$ cat src/rtl/psr_map.svh
`ifndef PSR_MAP_SVH
`define PSR_MAP_SVH
// Register indices; byte address is four times the index.
`define PSR_IDX_PASSWORD 20'h62638
`define PSR_IDX_GROUP 20'h62639
`define PSR_IDX_RATING 20'h6263a
`define PSR_IDX_FRAME 20'h6263b
`define PSR_IDX_CAP1 20'h6263c
`define PSR_IDX_CAP2 20'h6263d
`define PSR_IDX_LD_MEM 20'h6263e
`define PSR_IDX_ZONE 20'h6263f
`define PSR_IDX_LD_SLOPE 20'h62640
`define PSR_IDX_LD_PICKUP 20'h62641
`define PSR_IDX_LD_TIME 20'h62642
`define PSR_IDX_HL_ALARM 20'h62643
`define PSR_IDX_SD_SLOPE 20'h62644
`define PSR_IDX_SD_PICKUP 20'h62645
`define PSR_IDX_SD_TIME 20'h62646
`define PSR_IDX_INST_PICKUP 20'h62647
`define PSR_IDX_GND_MODE 20'h62648
`define PSR_IDX_GF_ACTION 20'h62649
`define PSR_IDX_GF_SLOPE 20'h6264a
`define PSR_IDX_GF_PICKUP 20'h6264b
// Field masks.
`define PSR_MASK_FULL 16'hffff
`define PSR_MASK_BIT 16'h0001
`define PSR_MASK_TWO 16'h0003
`define PSR_MASK_RATING 16'h1fff
`define PSR_MASK_FRAME 16'h0007
`define PSR_MASK_CAP1 16'h33ff
`define PSR_MASK_CAP2 16'h000f
// Reset values.
`define PSR_RST_ZERO 16'h0000
`define PSR_RST_GROUP 16'h00ff
`define PSR_RST_HL_ALARM 16'h0064
// High-load alarm legal range in percent.
`define PSR_HL_MIN 16'h0064
`define PSR_HL_MAX 16'h006e
// Capability bit positions.
`define PSR_CAP_LD 0
`define PSR_CAP_SD 1
`define PSR_CAP_INST 2
`define PSR_CAP_GF 3
`define PSR_CAP_MAINT 4
`define PSR_CAP_OVR 5
`define PSR_CAP_RCD 6
`define PSR_CAP_MOTOR 7
`define PSR_CAP_NEUT 8
`define PSR_CAP_HEAT 9
`define PSR_CAP_VOLT 12
`define PSR_CAP_EXTC 13
// Slope and ground action encodings.
`define PSR_LD_SQUARED 2'h2
`define PSR_LD_FOURTH 2'h3
`define PSR_GF_ACT_OFF 2'h2
`endif

$ cat src/rtl/psr_pkg.sv
package psr_pkg;
  typedef enum logic [1:0] {
    PSR_LD_SQRT,
    PSR_LD_LINEAR,
    PSR_LD_SQ,
    PSR_LD_FOURTH_P
  } psr_ld_curve_e;
  typedef enum logic [1:0] {
    PSR_GF_TRIP,
    PSR_GF_ALARM,
    PSR_GF_OFF,
    PSR_GF_RSVD
  } psr_gf_action_e;
  typedef struct packed {
    logic has_long_delay;
    logic has_short_delay;
    logic has_instant_trip;
    logic has_ground_fault;
    logic has_maintenance_option;
    logic has_override;
    logic has_residual_current_option;
    logic has_motor_protection;
    logic has_neutral_sensor;
    logic has_heat_memory;
    logic has_voltage_sampling;
    logic has_external_converter;
  } psr_caps_s;
  typedef struct packed {
    logic heat_memory_active;
    logic zone_interlock_short;
    logic zone_interlock_ground;
    psr_ld_curve_e long_delay_curve;
    logic [15:0] long_delay_pickup_current;
    logic [15:0] long_delay_time;
    logic [15:0] high_load_alarm_level;
    logic short_delay_curve;
    logic [15:0] short_delay_pickup;
    logic [15:0] short_delay_time_ms;
    logic [15:0] instant_pickup_current;
    psr_gf_action_e ground_fault_action;
    logic ground_fault_curve;
    logic [15:0] ground_pickup_current;
  } psr_settings_s;
endpackage

$ cat src/rtl/psr_avalon_slave.sv
`timescale 1ns/1ps
// Avalon-MM front end: accepts each access after one wait cycle.
module psr_avalon_slave (
  input wire logic clk_i,
  input wire logic rst_b_i,
  input wire logic read_i,
  input wire logic write_i,
  output logic waitrequest_o,
  output logic acc_rd_o,
  output logic acc_wr_o
);
  logic ack_r;
  wire req = read_i | write_i;
  always_ff @(posedge clk_i) begin
    if (!rst_b_i) begin
      ack_r <= 1'b0;
    end else begin
      ack_r <= req & ~ack_r;
    end
  end
  assign waitrequest_o = req & ~ack_r;
  assign acc_rd_o = read_i & ack_r;
  assign acc_wr_o = write_i & ack_r;
endmodule

$ cat src/rtl/psr_field_reg.sv
`timescale 1ns/1ps
// One writable setpoint; only bits inside the mask can ever change.
module psr_field_reg #(
  parameter logic [15:0] MASK = 16'hffff,
  parameter logic [15:0] RESET_VAL = 16'h0000
) (
  input wire logic clk_i,
  input wire logic rst_b_i,
  input wire logic wr_i,
  input wire logic [15:0] wdata_i,
  output logic [15:0] q_o
);
  logic [15:0] q_r;
  logic [15:0] q_nxt;
  assign q_nxt = wr_i ? (wdata_i & MASK) : q_r;
  always_ff @(posedge clk_i) begin
    if (!rst_b_i) begin
      q_r <= RESET_VAL & MASK;
    end else begin
      q_r <= q_nxt;
    end
  end
  assign q_o = q_r;
endmodule

$ cat src/rtl/psr_setpoint_bank.sv
`timescale 1ns/1ps
//
// Contract
// RL1 - Capability word one bits 0 to 3 report long delay, short delay, instantaneous and ground fault.
// RL2 - Capability word one bits 4 to 7 report maintenance, override, residual current and motor.
// RL3 - Capability word one bits 8, 9, 12 and 13 report neutral, heat memory, voltage and converter.
// RL4 - The long delay memory bit is read/write and only acts for the squared and fourth-power curves.
// RL5 - With zone interlock set and ground fault fitted, interlock covers short delay and ground.
// RL6 - With zone interlock set and no ground fault, interlock covers short delay only.
// RL7 - The long delay slope is a two-bit field selecting root, linear, squared or fourth power.
// RL8 - The high load alarm level is a percent accepted only from 100 to 110.
// RL9 - Short delay pickup is held in tenths of the long delay pickup.
// RL10 - Short delay time is held in milliseconds.
// RL11 - Instantaneous pickup is held in tenths of rated current.
// RL12 - Ground pickup is held in hundredths of rated current.
// RL13 - Ground sensing mode is read-only and always reads residual, zero.
// RL14 - Ground fault action is a two-bit field: trip, alarm or off.
// RL15 - Ground fault slope is one bit: flat or squared.
// RL16 - Writes to read-only registers and to bits outside each mask are ignored.
// RL17 - The password register reads as zero.
`include "psr_map.svh"
module psr_setpoint_bank #(
  parameter int ADDR_W = 22,
  parameter logic [12:0] RATING = 13'h0000,
  parameter logic [2:0] FRAME = 3'h0,
  parameter logic [15:0] CAPS_ONE = 16'h000f,
  parameter logic [3:0] CAPS_TWO = 4'h0
) (
  input wire logic clk_i,
  input wire logic rst_b_i,
  input wire logic [ADDR_W-1:0] avs_address_i,
  input wire logic avs_read_i,
  input wire logic avs_write_i,
  input wire logic [31:0] avs_writedata_i,
  output logic [31:0] avs_readdata_o,
  output logic avs_waitrequest_o,
  output psr_pkg::psr_caps_s caps_o,
  output psr_pkg::psr_settings_s settings_o,
  output logic hl_alarm_rejected_o
);
  import psr_pkg::*;

  // The word index needs twenty bits above the two byte bits, and the bus is 32 bits wide.
  if (ADDR_W < 22 || ADDR_W > 32) begin : g_bad_addr_w
    $error("ADDR_W must cover the register indices");
  end

  localparam int NREG = 20;
  localparam logic [19:0] BASE = `PSR_IDX_PASSWORD;

  logic acc_rd;
  logic acc_wr;
  psr_avalon_slave u_slave (
    .clk_i(clk_i),
    .rst_b_i(rst_b_i),
    .read_i(avs_read_i),
    .write_i(avs_write_i),
    .waitrequest_o(avs_waitrequest_o),
    .acc_rd_o(acc_rd),
    .acc_wr_o(acc_wr)
  );

  // Word address; the low two byte bits must be zero for a hit.
  wire [ADDR_W-3:0] idx = avs_address_i[ADDR_W-1:2];
  wire aligned = avs_address_i[1:0] == 2'b00;
  wire [19:0] idx20 = idx[19:0];
  wire hi_zero = (idx >> 20) == '0;
  wire in_range = aligned && hi_zero && idx20 >= BASE && idx20 < BASE + 20'(NREG);
  wire [4:0] sel = 5'(idx20 - BASE);
  wire [15:0] wd = avs_writedata_i[15:0];

  // The alarm level only accepts values inside its legal percent range.
  wire hl_ok = wd >= `PSR_HL_MIN && wd <= `PSR_HL_MAX; // [RL8]
  // Ground action code 3 is not defined and is dropped rather than stored.
  wire gf_ok = wd[1:0] <= `PSR_GF_ACT_OFF; // [RL14]

  logic [NREG-1:0] wr_en;
  logic [15:0] store_r [NREG];
  genvar g;
  generate
    for (g = 0; g < NREG; g++) begin : g_reg
      // The password and the read-only words keep nothing, so no write can reach them.
      if (g == 0 || g == 2 || g == 3 || g == 4 || g == 5 || g == 16) begin : g_ro
        assign wr_en[g] = 1'b0; // [RL13] [RL16] [RL17]
        assign store_r[g] = `PSR_RST_ZERO;
      end else begin : g_rw
        localparam logic [15:0] FMASK = (g == 6 || g == 7 || g == 12 || g == 18) ?
          `PSR_MASK_BIT : (g == 8 || g == 17) ? `PSR_MASK_TWO : `PSR_MASK_FULL; // [RL4] [RL7] [RL14] [RL15]
        localparam logic [15:0] FRST = (g == 1) ? `PSR_RST_GROUP :
          (g == 11) ? `PSR_RST_HL_ALARM : `PSR_RST_ZERO;
        wire ok = (g == 11) ? hl_ok : (g == 17) ? gf_ok : 1'b1;
        assign wr_en[g] = acc_wr && in_range && sel == 5'(g) && ok; // [RL16]
        psr_field_reg #(
          .MASK(FMASK),
          .RESET_VAL(FRST)
        ) u_f (
          .clk_i(clk_i),
          .rst_b_i(rst_b_i),
          .wr_i(wr_en[g]),
          .wdata_i(wd),
          .q_o(store_r[g])
        );
      end
    end
  endgenerate

  // Rating, frame and capability words come from straps; ground mode is fixed at zero; the password never reads back.
  wire [15:0] cap1 = CAPS_ONE & `PSR_MASK_CAP1; // [RL1] [RL2] [RL3]
  logic [15:0] rd_word;
  always_comb begin
    rd_word = 16'h0000;
    if (in_range) begin
      unique case (sel)
        5'd0: rd_word = 16'h0000; // [RL17]
        5'd2: rd_word = {3'h0, RATING} & `PSR_MASK_RATING;
        5'd3: rd_word = {13'h0, FRAME} & `PSR_MASK_FRAME;
        5'd4: rd_word = cap1;
        5'd5: rd_word = {12'h0, CAPS_TWO} & `PSR_MASK_CAP2;
        5'd16: rd_word = 16'h0000; // [RL13]
        default: rd_word = store_r[sel];
      endcase
    end
  end

  logic [31:0] rdata_r;
  always_ff @(posedge clk_i) begin
    if (!rst_b_i) begin
      rdata_r <= 32'h0;
    end else if (avs_read_i && avs_waitrequest_o) begin
      rdata_r <= {16'h0, rd_word};
    end
  end
  assign avs_readdata_o = rdata_r;

  logic rej_r;
  always_ff @(posedge clk_i) begin
    if (!rst_b_i) begin
      rej_r <= 1'b0;
    end else begin
      rej_r <= acc_wr && in_range && sel == 5'd11 && !hl_ok;
    end
  end
  assign hl_alarm_rejected_o = rej_r;

  // Capability straps onto the named flags.
  assign caps_o.has_long_delay = cap1[`PSR_CAP_LD]; // [RL1]
  assign caps_o.has_short_delay = cap1[`PSR_CAP_SD];
  assign caps_o.has_instant_trip = cap1[`PSR_CAP_INST];
  assign caps_o.has_ground_fault = cap1[`PSR_CAP_GF];
  assign caps_o.has_maintenance_option = cap1[`PSR_CAP_MAINT]; // [RL2]
  assign caps_o.has_override = cap1[`PSR_CAP_OVR];
  assign caps_o.has_residual_current_option = cap1[`PSR_CAP_RCD];
  assign caps_o.has_motor_protection = cap1[`PSR_CAP_MOTOR];
  assign caps_o.has_neutral_sensor = cap1[`PSR_CAP_NEUT]; // [RL3]
  assign caps_o.has_heat_memory = cap1[`PSR_CAP_HEAT];
  assign caps_o.has_voltage_sampling = cap1[`PSR_CAP_VOLT];
  assign caps_o.has_external_converter = cap1[`PSR_CAP_EXTC];

  // Heat memory only matters on the steep curves.
  wire [1:0] ld_curve = store_r[8][1:0];
  wire steep = ld_curve == `PSR_LD_SQUARED || ld_curve == `PSR_LD_FOURTH;
  wire zone_on = store_r[7][0];
  assign settings_o.heat_memory_active = store_r[6][0] & steep; // [RL4]
  assign settings_o.zone_interlock_short = zone_on; // [RL5] [RL6]
  assign settings_o.zone_interlock_ground = zone_on & cap1[`PSR_CAP_GF]; // [RL5] [RL6]
  assign settings_o.long_delay_curve = psr_ld_curve_e'(ld_curve); // [RL7]
  assign settings_o.long_delay_pickup_current = store_r[9];
  assign settings_o.long_delay_time = store_r[10];
  assign settings_o.high_load_alarm_level = store_r[11]; // [RL8]
  assign settings_o.short_delay_curve = store_r[12][0];
  assign settings_o.short_delay_pickup = store_r[13]; // [RL9]
  assign settings_o.short_delay_time_ms = store_r[14]; // [RL10]
  assign settings_o.instant_pickup_current = store_r[15]; // [RL11]
  assign settings_o.ground_fault_action = psr_gf_action_e'(store_r[17][1:0]); // [RL14]
  assign settings_o.ground_fault_curve = store_r[18][0]; // [RL15]
  assign settings_o.ground_pickup_current = store_r[19]; // [RL12]
endmodule

$ cat config.mk
export PLATFORM = sky130hd
export DESIGN_NAME = psr_setpoint_bank
export DESIGN_NICKNAME = d
export VERILOG_FILES = /design/src/rtl/psr_pkg.sv /design/src/rtl/psr_avalon_slave.sv /design/src/rtl/psr_field_reg.sv /design/src/rtl/psr_setpoint_bank.sv
export VERILOG_INCLUDE_DIRS = /design/src /design/src/rtl
export SDC_FILE = /design/constraint.sdc
export NUM_CORES = 1
export LEC_CHECK = 0
export BUFFER_PORTS_ARGS = -buffer_cell sky130_fd_sc_hd__buf_4
export CAP_MARGIN = 10
export CORE_MARGIN = 2
export CORE_UTILIZATION = 35
export DETAILED_ROUTE_END_ITERATION = 8
export GPL_TIMING_DRIVEN = 0
export MAX_ROUTING_LAYER = met4
export PLACE_DENSITY_LB_ADDON = 0.3
export SLEW_MARGIN = 20
export SYNTH_ARGS = -nofsm -noshare
export SYNTH_HDL_FRONTEND = slang
export SYNTH_HIERARCHICAL = 1
export SYNTH_SLANG_ARGS = --single-unit
$ cat constraint.sdc
create_clock -name clk_i -period 3.76 [get_ports clk_i]
set_input_delay 1.128 -clock clk_i [delete_from_list [all_inputs] [get_ports clk_i]]
set_output_delay 1.128 -clock clk_i [all_outputs]
set_load 0.03 [all_outputs]
==> metrics.md <==
| Metric | Value |
|---|---|
| Worst Path Required | 4.06 ns |
| Pleak | 4.77 nW |
| Most common cell on crit path | buf_2 |
| Crit Path Max Fanout | 10 |
| # IOs | 225 |
| Period minus WS final | 3.59 ns |
| Syn Inst Count | 934 |
| Hold Buf Count CTS | 0 |
| Crit. End Element | flip-flop |
| PortBufs | 177 |
| Status | completed |
| Clock skew | 0.00753 ns |
| CTS Root Cell | clkbuf_16 |
| Fin util | 46.7% |
| RePlAce Congestion | 0.864 |
| Comb pwr share | 12.4% |
| Switching share of power | 26.0% |
| Met2 WL post-DR | 13.5 mm |
| Clock-pin transition on the worst setup and hold timing paths | 0.07 ns |
| Critical Path Slowest Stage Cell | clkbuf_1 |
| Delay-heaviest family, CP | buffers and inverters |
| Syn. warnings | 6 |
| CP arrival | 3.89 ns |
| Vias per cell | 4.75 |
| ANT cells | 0 |
| Place WS | -0.224 ns |
| CTS tree | built |
| Vias in the first global route | 7,078 |
| Fin area | 11,800 µm² |
| Vias | 7,514 |
| Worst-Margin Slew | 0.948 ns |
| Final nets | 1,296 |
| Die Wd | 165 µm |
| Residual DRC | 0 |
| Final Max Slew Viols | 0 |
| Drt first pass iters | 5 |
| P&R area growth vs syn | 30.4% |
| Global-route wire length before repair | 42.9 mm |
| Initial core utilization | 35.8% |
| Sequential power share | 41.7% |
| Clk buf depth | 2 |
| Initial DRC Count | 480 |
| Pwr dens | 332 nW/µm² |
| Post-Place Cells | 1,549 |
| Final period util | 95.4% |
| Die area | 27,100 µm² |
| Power consumption | 3.92 mW |
| Startpoint Class | primary input |
| Antenna Nets Post-Route | 0 |
| Initial antenna violation count | 0 |
| Fmax achieved | 0.279 GHz |
| Core area | 25,300 µm² |
| Wl on met1 | 13.4 mm |
| Setup Buffers After CTS | 0 |
| Die H | 165 µm |
| Largest stage delay, worst path | 0.56 ns |
| P_int | 2.90 mW |
| Worst slew margin | 36.7% |
| Grt ovf | 0 |
| Clk sinks | 154 |
| Setup CP Type | primary input to flip-flop |
| Clk Latency, worst-skew pair | 0.43 ns |
| Met3 WL | 1.65 mm |
| Synthesized area | 9050 µm² |
| Buf+Inv Stages, Crit Path | 6 |
| Row Count | 58 |
| H-tree depth | 4 |
| VDD IR max | 0.297 mV |
| Final hold viol count | 0 |
| Share of cells above drive strength 1 | 32.1% |
| Final Non-Filler Cells | 1,581 |
| TritonCTS Buffers | 17 |
| Mean routed wirelength per cell | 18.4 µm |
| Psw | 1.02 mW |
| DRT Wirelength | 29.1 mm |
| Top layer in use | met4 |
| Hpwl dp | 21.4 mm |
| Number of max-cap violations | 0 |
| Hold Crit Class | flip-flop to flip-flop |
| Overall Global Routing Usage | 22.0% |
| DP Area | 11,200 µm² |
| PnR worst setup slack | 0.173 ns |
| Clock share of power | 45.9% |
| Syn_area_per_cell | 9.69 µm² |
| Endpoints failing setup | 0 |
| Resized Gates After CTS | 0 |
| Crit-path cells | buf_2 > buf_2 > buf_2 > clkbuf_1 > nand2_1 > nor4_2 > buf_6 > buf_12 > mux2i_1 > nand2_1 |
| Largest net degree at the start of global routing | 70 |
| Unrepaired setup endpoints after global routing | no |
worst min-delay path, delay by kind of cell, from the launching register on:
family,cells,cell delay (ns)
AOI/OAI and AO/OA,1,0.05
and+or+nand+nor,1,0.05
DFF,1,0.31
state kept, by name (all words and copies together), names as in the netlist:
name                 cells
g.g_rw.u_f/q_o         136
u_slave/ack_r            1
avs_readdata_o          16
hl_alarm_rejected_o      1
layout make-up:
type | instances | area, µm²
Fill cell | 2492 | 13500
Multi-Input combinational cell | 703 | 4990
Sequential cell | 154 | 3080
Buffer | 178 | 1350
Timing Repair Buffer | 177 | 1330
Clock buffer | 19 | 433
Tap cell | 330 | 413
Clock inverter | 13 | 166
Inverter | 7 | 26.3
layout by cell type, fill, tap and decap left out, drive strengths merged, types with 3 or more instances in the layout:
cell type and n:
o311ai 4, a22oi 10, o21ai 35, a211oi 7, a21oi 33, nand3 4
o221ai 5, a221oi 5, nor3 10, nand2b 4, clkinv 3, nor2 16
nor2b 139, nand4 4, clkinvlp 3, a32oi 4, conb 116, nor3b 3
nor4 3, and2 7, clkbuf 43, bufinv 3, o31ai 5, a2111oi 6
mux2 11, nor4b 4, dfxtp 154, nand2 61, mux2i 171, inv 11
buf 331, mux4 20
final timing paths:
kind | from | endpoint | slack, ns | depth (start not counted)
min | avs_readdata_o[12] | avs_readdata_o[12] | 0.45 | 2
max | avs_address_i[3] | g_reg[11].g_rw.u_f/q_o[2] | 0.17 | 10
min reg2reg | avs_readdata_o[12] | avs_readdata_o[12] | 0.45 | 2
max reg2reg | u_slave/ack_r | g_reg[11].g_rw.u_f/q_o[2] | 1.45 | 9
metrics by stage:
stage               hold WS, ns  TNS [ns]
floorplan                 0.428         0
global placement          0.438     -2.23
detailed placement        0.445     -2.79
CTS                       0.454         0
global route              0.470         0
finish                    0.455         0
power groups by stage:
stage	clock network (mW)	logic [mW]	registers (mW)
6_report	1.80	0.486	1.63
5_1_grt	1.89	0.522	1.63
4_1_cts	1.82	0.475	1.63
3_5_place_dp	0	0.474	1.67
3_3_place_gp	0	0.472	1.67
2_1_floorplan	0	0.326	1.67
routing by layer:
layer  track usage (%)  vias to the layer above
li1                  -                     3650
met1              29.2                     3559
met2              34.9                      278
met3              3.39                       27
met4              6.21                        0
met5                 -                        -
(Power assumes the default switching activity.)
